[src/logic/lhp_defs.vh]
/*
 constants for the host bus port of the network controller.
 assumes inclusion by bare name from the design files.
*/
`ifndef LHP_DEFS_VH
`define LHP_DEFS_VH
`define LHP_RESET_MIN_CYCLES 7
`define LHP_BLOCK_BYTES 4
`define LHP_REG_CONTROL 2'h0
`define LHP_REG_ADDR_FIFO 2'h3
`define LHP_CTRL_CMDRQ 0
`define LHP_CTRL_CLRIRQ 3
`define LHP_STAT_BUSY 1
`define LHP_STAT_IRQ 4
`endif

[src/logic/lhp_buf2.v]
/*
 two-entry buffer with valid and ready on both sides.
 assumes a single clock and synchronous active-high reset.
*/
`timescale 1ns/100ps
`default_nettype none
module lhp_buf2 #(
  parameter WIDTH = 8
) (
  input wire clock,
  input wire reset,
  input wire in_valid,
  output wire in_ready,
  input wire [WIDTH-1:0] in_data,
  output wire out_valid,
  input wire out_ready,
  output wire [WIDTH-1:0] out_data
);
  reg [WIDTH-1:0] mem_ff [0:1];
  reg rd_ff;
  reg wr_ff;
  reg [1:0] cnt_ff;
  wire push;
  wire pop;
  assign in_ready = (cnt_ff != 2'h2);
  assign out_valid = (cnt_ff != 2'h0);
  assign out_data = mem_ff[rd_ff];
  assign push = in_valid & in_ready;
  assign pop = out_valid & out_ready;
  always @(posedge clock) begin
    if (reset) begin
      rd_ff <= 1'b0;
      wr_ff <= 1'b0;
      cnt_ff <= 2'h0;
    end else begin
      if (push) begin
        wr_ff <= ~wr_ff;
      end
      if (pop) begin
        rd_ff <= ~rd_ff;
      end
      if (push & ~pop) begin
        cnt_ff <= cnt_ff + 2'h1;
      end else if (pop & ~push) begin
        cnt_ff <= cnt_ff - 2'h1;
      end
    end
  end
  always @(posedge clock) begin
    if (push) begin
      mem_ff[wr_ff] <= in_data;
    end
  end
endmodule
`default_nettype wire

[src/logic/lhp_edge.v]
/*
 rising edge detector for a level input.
 assumes input synchronous to clock.
*/
`timescale 1ns/100ps
`default_nettype none
module lhp_edge (
  input wire clock,
  input wire reset,
  input wire level,
  output wire rise
);
  reg last_ff;
  assign rise = level & ~last_ff;
  always @(posedge clock) begin
    if (reset) begin
      last_ff <= 1'b1;
    end else begin
      last_ff <= level;
    end
  end
endmodule
`default_nettype wire

[src/logic/lhp_host_port.v]
/*
 host bus port: i/o slave registers and dma bus master for 4-byte blocks.
 assumes synchronous inputs; tristate wires resolved outside from enables.
*/
`timescale 1ns/100ps
`default_nettype none
`include "lhp_defs.vh"
module lhp_host_port #(
  parameter BLOCK_BYTES = `LHP_BLOCK_BYTES
) (
  input wire clock,
  input wire reset,
  input wire reset_n_pin,
  input wire chip_select_n,
  input wire rd_n_in,
  output reg rd_n_out,
  output reg rd_n_oe,
  input wire wr_n_in,
  output reg wr_n_out,
  output reg wr_n_oe,
  input wire byte_word,
  output reg bus_hold_request,
  input wire bus_hold_grant,
  output reg upper_address_gate,
  output reg upper_address_strobe,
  input wire ready,
  input wire high_lane_enable_n_in,
  output reg high_lane_enable_n_out,
  output reg high_lane_enable_n_oe,
  input wire [1:0] addr_lo_in,
  output reg [1:0] addr_lo_out,
  output reg addr_lo_oe,
  output reg [5:0] addr_mid_out,
  output reg addr_mid_oe,
  input wire [7:0] low_lane_addr_hi_in,
  output reg [7:0] low_lane_addr_hi_out,
  output reg low_lane_addr_hi_oe,
  input wire [7:0] high_lane_addr_mid_in,
  output reg [7:0] high_lane_addr_mid_out,
  output reg high_lane_addr_mid_oe,
  input wire command_request,
  input wire irq_clear,
  output reg irq,
  input wire dma_start,
  input wire dma_write,
  input wire [23:0] dma_addr,
  input wire packet_received,
  input wire command_done,
  input wire wr_valid,
  output wire wr_ready,
  input wire [15:0] wr_data,
  output wire rd_valid,
  input wire rd_ready,
  output wire [15:0] rd_data,
  output reg command_pending,
  output reg [23:0] command_addr,
  output reg dma_busy
);
  localparam S_IDLE = 6'h01;
  localparam S_REQ = 6'h02;
  localparam S_ADDR = 6'h04;
  localparam S_STRB = 6'h08;
  localparam S_WAIT = 6'h10;
  localparam S_DONE = 6'h20;
  reg [5:0] st_ff;
  reg [23:0] addr_ff;
  reg [2:0] left_ff;
  reg dir_ff;
  reg [7:0] afifo_ff;
  reg [7:0] slave_rd_ff;
  reg slave_oe_ff;
  reg slave_wr_ff;
  wire rise_cmd;
  wire rise_clr;
  wire rise_cmd_bit;
  wire rise_clr_bit;
  wire slave_wr;
  wire slave_rd;
  wire wide;
  wire cap_valid;
  wire cap_ready;
  reg [15:0] cap_data;
  wire wb_valid;
  wire [15:0] wb_data;
  reg wb_pop;
  wire [2:0] step;
  function [2:0] step_of;
    input w;
    input a0;
    begin
      step_of = (w & ~a0) ? 3'h2 : 3'h1;
    end
  endfunction
  assign wide = byte_word;
  assign step = step_of(wide, addr_ff[0]);
  assign slave_wr = ~st_ff[2] & ~st_ff[3] & ~st_ff[4] & ~chip_select_n & ~wr_n_in;
  assign slave_rd = ~st_ff[2] & ~st_ff[3] & ~st_ff[4] & ~chip_select_n & ~rd_n_in;
  lhp_edge u_cmd (.clock(clock), .reset(reset), .level(command_request), .rise(rise_cmd));
  lhp_edge u_clr (.clock(clock), .reset(reset), .level(irq_clear), .rise(rise_clr));
  lhp_edge u_cmdb (.clock(clock), .reset(reset),
    .level(slave_wr & (addr_lo_in == `LHP_REG_CONTROL) & low_lane_addr_hi_in[`LHP_CTRL_CMDRQ]),
    .rise(rise_cmd_bit));
  lhp_edge u_clrb (.clock(clock), .reset(reset),
    .level(slave_wr & (addr_lo_in == `LHP_REG_CONTROL) & low_lane_addr_hi_in[`LHP_CTRL_CLRIRQ]),
    .rise(rise_clr_bit));
  assign cap_valid = st_ff[4] & ready & ~dir_ff;
  lhp_buf2 #(.WIDTH(16)) u_rdbuf (.clock(clock), .reset(reset), .in_valid(cap_valid), .in_ready(cap_ready),
    .in_data(cap_data), .out_valid(rd_valid), .out_ready(rd_ready), .out_data(rd_data));
  lhp_buf2 #(.WIDTH(16)) u_wrbuf (.clock(clock), .reset(reset), .in_valid(wr_valid), .in_ready(wr_ready),
    .in_data(wr_data), .out_valid(wb_valid), .out_ready(wb_pop), .out_data(wb_data));
  always @* begin
    cap_data = 16'h0000;
    if (~high_lane_enable_n_in & wide & ~addr_ff[0]) begin
      cap_data = {high_lane_addr_mid_in, low_lane_addr_hi_in};
    end else if (addr_ff[0] & wide) begin
      cap_data = {8'h00, high_lane_addr_mid_in};
    end else begin
      cap_data = {8'h00, low_lane_addr_hi_in};
    end
    wb_pop = st_ff[4] & ready & dir_ff;
  end
  always @(posedge clock) begin
    if (reset | ~reset_n_pin) begin
      st_ff <= S_IDLE;
      addr_ff <= 24'h000000;
      left_ff <= 3'h0;
      dir_ff <= 1'b0;
      irq <= 1'b0;
      command_pending <= 1'b0;
      command_addr <= 24'h000000;
      afifo_ff <= 8'h00;
      dma_busy <= 1'b0;
      slave_rd_ff <= 8'h00;
      slave_oe_ff <= 1'b0;
      slave_wr_ff <= 1'b0;
    end else begin
      if (command_done | packet_received) begin
        irq <= 1'b1;
      end else if (rise_clr | rise_clr_bit) begin
        irq <= 1'b0;
      end
      if (rise_cmd | rise_cmd_bit) begin
        command_pending <= 1'b1;
      end else if (command_done) begin
        command_pending <= 1'b0;
      end
      slave_wr_ff <= slave_wr;
      if (slave_wr & ~slave_wr_ff & (addr_lo_in == `LHP_REG_ADDR_FIFO) & (high_lane_enable_n_in | ~addr_lo_in[0])) begin
        afifo_ff <= low_lane_addr_hi_in;
        command_addr <= {command_addr[15:0], low_lane_addr_hi_in};
      end
      slave_oe_ff <= slave_rd;
      slave_rd_ff <= 8'h00;
      slave_rd_ff[`LHP_STAT_IRQ] <= irq;
      slave_rd_ff[`LHP_STAT_BUSY] <= dma_busy;
      case (st_ff)
        S_IDLE: begin
          if (dma_start) begin
            st_ff <= S_REQ;
            addr_ff <= dma_addr;
            dir_ff <= dma_write;
            left_ff <= BLOCK_BYTES[2:0];
            dma_busy <= 1'b1;
          end
        end
        S_REQ: begin
          if (bus_hold_grant & (~dir_ff | wb_valid)) begin
            st_ff <= S_ADDR;
          end
        end
        S_ADDR: begin
          st_ff <= S_STRB;
        end
        S_STRB: begin
          st_ff <= S_WAIT;
        end
        S_WAIT: begin
          if (ready & (dir_ff | cap_ready)) begin
            addr_ff <= addr_ff + {21'h000000, step};
            if (left_ff <= step) begin
              st_ff <= S_DONE;
            end else begin
              left_ff <= left_ff - step;
              st_ff <= (dir_ff & ~wb_valid) ? S_REQ : S_ADDR;
            end
          end
        end
        S_DONE: begin
          st_ff <= S_IDLE;
          dma_busy <= 1'b0;
        end
        default: begin
          st_ff <= S_IDLE;
        end
      endcase
    end
  end
  always @* begin
    bus_hold_request = st_ff[1] | st_ff[2] | st_ff[3] | st_ff[4];
    upper_address_gate = st_ff[2] | st_ff[3] | st_ff[4];
    upper_address_strobe = st_ff[2];
    rd_n_oe = upper_address_gate;
    wr_n_oe = upper_address_gate;
    rd_n_out = ~(st_ff[4] & ~dir_ff);
    wr_n_out = ~(st_ff[4] & dir_ff);
    addr_lo_oe = upper_address_gate;
    addr_lo_out = addr_ff[1:0];
    addr_mid_oe = upper_address_gate;
    addr_mid_out = addr_ff[7:2];
    high_lane_enable_n_oe = upper_address_gate & wide;
    high_lane_enable_n_out = ~(wide & (addr_ff[0] | (left_ff >= 3'h2)));
    low_lane_addr_hi_oe = slave_oe_ff | st_ff[2] | ((st_ff[3] | st_ff[4]) & dir_ff);
    high_lane_addr_mid_oe = st_ff[2] | ((st_ff[3] | st_ff[4]) & dir_ff & wide);
    low_lane_addr_hi_out = slave_rd_ff;
    high_lane_addr_mid_out = addr_ff[15:8];
    if (st_ff[2]) begin
      low_lane_addr_hi_out = addr_ff[23:16];
    end else if (st_ff[3] | st_ff[4]) begin
      low_lane_addr_hi_out = wb_data[7:0];
      high_lane_addr_mid_out = addr_ff[0] ? wb_data[7:0] : wb_data[15:8];
    end
  end
endmodule
`default_nettype wire

[config.mk]
export PLATFORM = sky130hd
export DESIGN_NAME = lhp_host_port
export DESIGN_NICKNAME = d
export VERILOG_FILES = /design/src/logic/lhp_buf2.v /design/src/logic/lhp_edge.v /design/src/logic/lhp_host_port.v
export VERILOG_INCLUDE_DIRS = /design/src /design/src/logic
export SDC_FILE = /design/constraint.sdc
export NUM_CORES = 1
export LEC_CHECK = 0
export BUFFER_PORTS_ARGS = -buffer_cell sky130_fd_sc_hd__buf_2
export CAP_MARGIN = 20
export CORE_MARGIN = 1
export CORE_UTILIZATION = 30
export CTS_CLUSTER_SIZE = 12
export DETAILED_ROUTE_END_ITERATION = 16
export HOLD_SLACK_MARGIN = 0.15
export SLEW_MARGIN = 20
export SYNTH_ARGS = -nofsm -noshare
export SYNTH_HDL_FRONTEND = slang
export SYNTH_SLANG_ARGS = --single-unit
export TNS_END_PERCENT = 30
[constraint.sdc]
create_clock -name clock -period 2.35 [get_ports clock]
set_input_delay 0.235 -clock clock [delete_from_list [all_inputs] [get_ports clock]]
set_output_delay 0.235 -clock clock [all_outputs]
set_load 0.02 [all_outputs]
==> Word level (Yosys, flattened, before mapping) <==
Memories as Yosys holds them, arrays and structs flattened. A register that Yosys moved wholly into a read port is not among the register bits.
Cells that the tools add are included.
{ "op_classes": {"n_addsub": 6, "order_cmp": 2, "n_eq_ne": 13, "muxes": 39, "bitwise_logic": 84, "reduce_logical": 14} }
{ "op_table": {"columns": ["op", "count"], "rows": [
  ["24-bit two-way mux", 2],
  ["8-bit two-way mux", 6],
  ["24-bit one-hot mux with 2 select lines", 1],
  ["1-bit bitwise AND", 39],
  ["6-bit one-hot mux with 5 select lines", 1],
  ["1-bit NOT", 28],
  ["24-bit by 2-bit adder with 24-bit output", 1],
  ["6-bit two-way mux", 4],
  ["1-bit bitwise OR", 17],
  ["16-bit two-way mux", 1],
  ["2-bit nonzero test", 8],
  ["1-bit two-way mux", 13],
  ["3-bit two-way mux", 4],
  ["2-bit != test, second input constant", 6],
  ["2-bit two-way mux", 5],
  ["6-bit by 1-bit equality test with 1-bit output, second input constant", 1],
  ["6-bit by 2-bit equality test with 1-bit output, second input constant", 1],
  ["6-bit by 3-bit equality test with 1-bit output, second input constant", 1],
  ["6-bit by 4-bit equality test with 1-bit output, second input constant", 1],
  ["6-bit by 5-bit equality test with 1-bit output, second input constant", 1],
  ["6-bit equality test, second input constant", 1],
  ["3-bit one-hot mux with 2 select lines", 1],
  ["3-bit AND reduction", 2],
  ["2-bit by 1-bit adder with 2-bit output, second input constant", 2],
  ["9 further kinds", 11]
]} }
{ "totals": {"regBits": 83, "ramBits": 64, "input_bits": 76, "output_inout_bits": 82, "wordCells": 182, "memories": 2} }
{ "mem_list": {"columns": ["name", "words", "word_bits", "read_ports", "rd_ports_with_merged_regs", "write_ports", "line_no", "text"], "rows": [
  ["u_rdbuf.mem_ff", 2, 16, 1, 1, 1, "lhp_buf2.v:19", "reg [WIDTH-1:0] mem_ff [0:1];"],
  ["u_wrbuf.mem_ff", 2, 16, 1, 1, 1, "lhp_buf2.v:19", null]
]} }

==> Depth between registers and ports, before layout <==
{ "logic_depth": {"ltp_word": 11, "ltp_mapped": 11} }

==> Cells and area by module <==
From an unflattened synthesis, not the netlist that was laid out.
{ "unflattened": {"hier_cells": 653, "area_unflattened_um2": 6842.8} }
{ "by_module_without_submodules": {"columns": ["module", "n_inst", "cells_each", "area_per_inst_um2", "seq_area_each_um2"], "rows": [
  ["lhp_host_port", 1, 493, 3960.0, 1301.2],
  ["lhp_buf2", 2, 74, 1376.3, 1061.0],
  ["lhp_edge", 4, 3, 32.5, 20.0]
]} }

==> Worst setup path before layout <==
No wires, ideal clock.
{ "synth_timing": {"kind": "reg2reg", "from": "register dir_ff", "to": "memory u_rdbuf.mem_ff[0][0], enable pin", "setup_time_ps": 430, "arrival_time_ps": 2145, "required_time_ps": 1920, "setup_slack_ps": -225, "stages_incl_launch_ff": 3, "synth_period_minus_slack_ps": 2575, "cell_sequence": "dfxtp_1 -> clkbuf_1 -> nor4_1"} }
{ "synth_between": {"elab_chain_len": 5} }
{ "synth_lines": {"columns": ["element", "line_no", "text"], "rows": [
  ["from (decl)", "lhp_host_port.v:68", "reg dir_ff;"],
  ["from (signal assigned)", "lhp_host_port.v:161", "dir_ff <= dma_write;"],
  ["1-bit NOT", "lhp_host_port.v:106", "assign cap_valid = st_ff[4] & ready & ~dir_ff;"],
  ["1-bit bitwise AND", "lhp_host_port.v:106", null],
  ["1-bit bitwise AND", "lhp_buf2.v:28", "assign push = in_valid & in_ready;"],
  ["1-bit two-way mux", "lhp_buf2.v:50", "if (push) begin"],
  ["1-bit two-way mux (not written as such)", "lhp_buf2.v:51", "mem_ff[wr_ff] <= in_data;"],
  ["to (decl)", "lhp_buf2.v:19", null]
]} }
No other way between the ends.

==> Worst setup path in the final report <==
{ "layout_timing": {"from": "register st_ff[4]", "to": "output port high_lane_addr_mid_out[0]"} }
{ "layout_between": {"elab_chain_len": 3} }
{ "layout_lines": {"columns": ["element", "line_no", "text"], "rows": [
  ["from (decl)", "lhp_host_port.v:65", "reg [5:0] st_ff;"],
  ["from (signal assigned)", "lhp_host_port.v:184", "st_ff <= (dir_ff & ~wb_valid) ? S_REQ : S_ADDR;"],
  ["1-bit bitwise OR", "lhp_host_port.v:218", "end else if (st_ff[3] | st_ff[4]) begin"],
  ["8-bit two-way mux", "lhp_host_port.v:218", null],
  ["8-bit two-way mux", "lhp_host_port.v:216", "if (st_ff[2]) begin"],
  ["to (decl)", "lhp_host_port.v:39", "output reg [7:0] high_lane_addr_mid_out,"]
]} }
No other way between the ends.

==> out/qor.csv <==
metric;value;unit
synth_flop_cell;dfxtp_1;
r2r_start;st_ff[4]$_SDFFE_PP0P_;
max_cap_violations;0;
min_path_type;input port to register;
gr-total-overflow;0;
htree_num_levels;4;
num_rows;54;
fin_hold_ws;170;ps
grt_usage;16.2;%
synth.avg_cell_area;10.1;um^2
status;completed;
rsz0062_at_grt;no;
powerDensity;672;mW/mm^2
final_common_cell;buf_2;
cts.path.max_buffers;2;
synth_top_family_by_area;simple AND/OR/NAND/NOR gates;
die_w;151;um
grt_pass1_vias;5364;
synth_nets;743;
rrSetupSlack;180;ps
fin_nets;951;
seq_power_share;46.2;%
timing.fmax;449;MHz
regArea;0.00350;mm^2
clock_latency;420;ps
layout.cells.non_filler;1163;
share_comb_of_total_power;9.9;%
hpwlAfterDp;13100;um
mostFrequentLayoutCells;buf_2, nand2_1, dfxtp_1;
end_kind;primary output;
critical_path.reg2reg.endpoint;addr_ff[19]$_SDFFE_PP0P_;
muxShareOfSynthArea;6.73;%
yosys.area_share.simple;18.0;%
grt_antenna_before_repair;2;
finalCritPeriodShare;94.8;%
ys_ff_latch;143;
synthAdderAreaFrac;1.23;%
leakage;3.48;nW
p_sw_share;26.7;%
hold_viol_final;0;
io_pins;158;
crit_required;2120;ps
drt_iter0_drc;266;
num_vias;5700;
multi_input_area;0.00287;mm^2
post_drt_wl_per_cell;15.8;um
dp_cells;1079;
grt_pass1_wl;28100;um
fin_area;0.00889;mm^2
placedInstanceArea;0.00780;mm^2
ys_warn_count;0;
power.net_switching;1.59;mW
start_util;30.7;%
synth_compound_gate_area_share;15.3;%
fin_worst_skew;8.05;ps
firstDrtPassIters;7;
grt_start_max_net_pins;29;
synth_edf_count;64;
r2r_cells;6;
ys_seq_area_share;52.4;%
drc;0;
finalWeightedCongestion;0.887;
syn_inst;661;
cp-start-kind;register;
cts_sinks;143;
portBuffers;157;
irDropWorstVdd;454;uV
p_int;4.38;mW
worstHoldStart;command_done;
crit_type;register to primary output;
synth_area;0.00669;mm^2
final_max_slew_viol_count;0;
ys_types;65;
worstSetupStartpoint;st_ff[4]$_SDFFE_PP0P_;
tns;0;ps
worstPathMaxFanout;14;
root_buffer;clkbuf_16;
final-setup-viol-count;0;
drtAntennaViolNets;0;
clock_power_share;43.9;%
syn2layout_area_growth;32.8;%
vias_per_cell;4.90;
wl;18400;um
nFillCells;2120;
die_h;151;um
slew_headroom;59.8;%
tightest_slew;601;ps
drive_gt1_share;31.1;%
core-area;0.0218;mm^2
worstHoldEndpoint;command_pending$_SDFFE_PP0P_;
clk_pin_slew_worst_paths;70;ps
min_delay_path_depth;3;
critical_path_arrival;1990;ps
synth_xor_area_share;1.31;%
numCtsBuffers;17;
period_needed;2230;ps
dieArea;0.0229;mm^2
async_reset_ff_share;0;%
tritoncts;done;
## routing by layer
| metal | vias to the layer above | wire length [um] | GRT usage (%) |
|---|---|---|---|
| met2 | 178 | 8610 | 26.3 |
| li1 | 2821 | - | - |
| met3 | 20 | 1210 | 4.49 |
| met1 | 2681 | 8240 | 20.4 |
| met5 | - | 0 | 0 |
| met4 | 0 | 340 | 6.20 |
## Yosys cell counts (5+ instances only)
| library cell | n | area, um^2 |
|---|---|---|
| nor2_1 | 31 | 116 |
| mux2_2 | 32 | 360 |
| inv_1 | 12 | 45.0 |
| o21ai_0 | 35 | 175 |
| dfxtp_1 | 79 | 1580 |
| xor2_1 | 8 | 70.1 |
| a21oi_1 | 60 | 300 |
| edfxtp_1 | 64 | 1920 |
| buf_4 | 15 | 113 |
| nand4_1 | 8 | 50.1 |
| and2_1 | 16 | 100 |
| nor3_1 | 17 | 85.1 |
| ha_1 | 5 | 62.6 |
| clkbuf_1 | 25 | 93.8 |
| buf_2 | 6 | 30.0 |
| nor2b_1 | 15 | 93.8 |
| nand3_1 | 15 | 75.1 |
| nor4_1 | 8 | 50.1 |
| a211oi_1 | 17 | 128 |
| nand2_1 | 89 | 334 |
| mux2i_1 | 9 | 90.1 |
| nand2b_1 | 8 | 50.1 |
## timing repair
item | 4_1_cts | 5_1_grt
hold endpoints to repair | 93 | 0
setup buffers | 0 | 0
hold buffers | 51 | 0
resized for setup | 1 | 1
endpoints found under the setup margin | 9 | 8
## registers in the layout, indices dropped and copies added (netlist names), 2 cells and up, named ones only
name,cells
addr_ff,24
left_ff,3
u_rdbuf.mem_ff,32
u_wrbuf.mem_ff,32
u_wrbuf.cnt_ff,2
st_ff,6
command_addr,24
slave_rd_ff,2
u_rdbuf.cnt_ff,2
## power groups by stage
stage	clock (mW)	sequential (mW)	combinational, mW
final	2.62	2.76	0.593
after global routing	2.77	2.77	0.656
after CTS	2.67	2.76	0.596
after detailed placement	0	2.81	0.530
after global placement	0	2.81	0.526
after floorplan	0	2.80	0.332
## cell type report
cell class                      count  area share [%]
Clock inverter                     15            1.62
Sequential cell                   143            39.4
Multi-Input combinational cell    453            32.3
Antenna cell                        1          0.0282
Timing Repair Buffer              240            17.3
Tap cell                          280            3.94
Inverter                           14           0.591
Clock buffer                       17            4.79
## stage by stage
stage | util, % | setup WS (ps) | power, mW
final | 40.7 | 121 | 5.97
after global routing | 40.7 | 2.59 | 6.20
after CTS | 40.7 | 20.7 | 6.03
after detailed placement | 35.7 | 198 | 3.34
after global placement | 35.7 | 242 | 3.34
after floorplan | - | 120 | 3.13
## worst max path at each step
| stage | endpoint | slack, ps |
|---|---|---|
| after floorplan | addr_ff[11]$_SDFFE_PP0P_ | 120 |
| after global placement | addr_ff[21]$_SDFFE_PP0P_ | 240 |
| after detailed placement | addr_ff[19]$_SDFFE_PP0P_ | 200 |
| after CTS | high_lane_addr_mid_out[0] | 20 |
| after global routing | low_lane_addr_hi_out[0] | 3 |
| final | high_lane_addr_mid_out[0] | 120 |
## cells by family after synthesis
family,count (synthesis)
AND/OR/NAND/NOR,235
AO/OA/AOI/OAI,161
multiplexers,41
flip-flops,143
adder cells (fa/ha/maj),6
buffers and inverters,65
XOR/XNOR,10
## worst max-delay path, stage by stage, from the launching register on
cell,delay [ps]
dfxtp_1,420
or2_4,330
nand2b_1,90
buf_4,200
mux2_2,370
buf_2,160
Note: power is estimated with default switching activity, not from simulation.
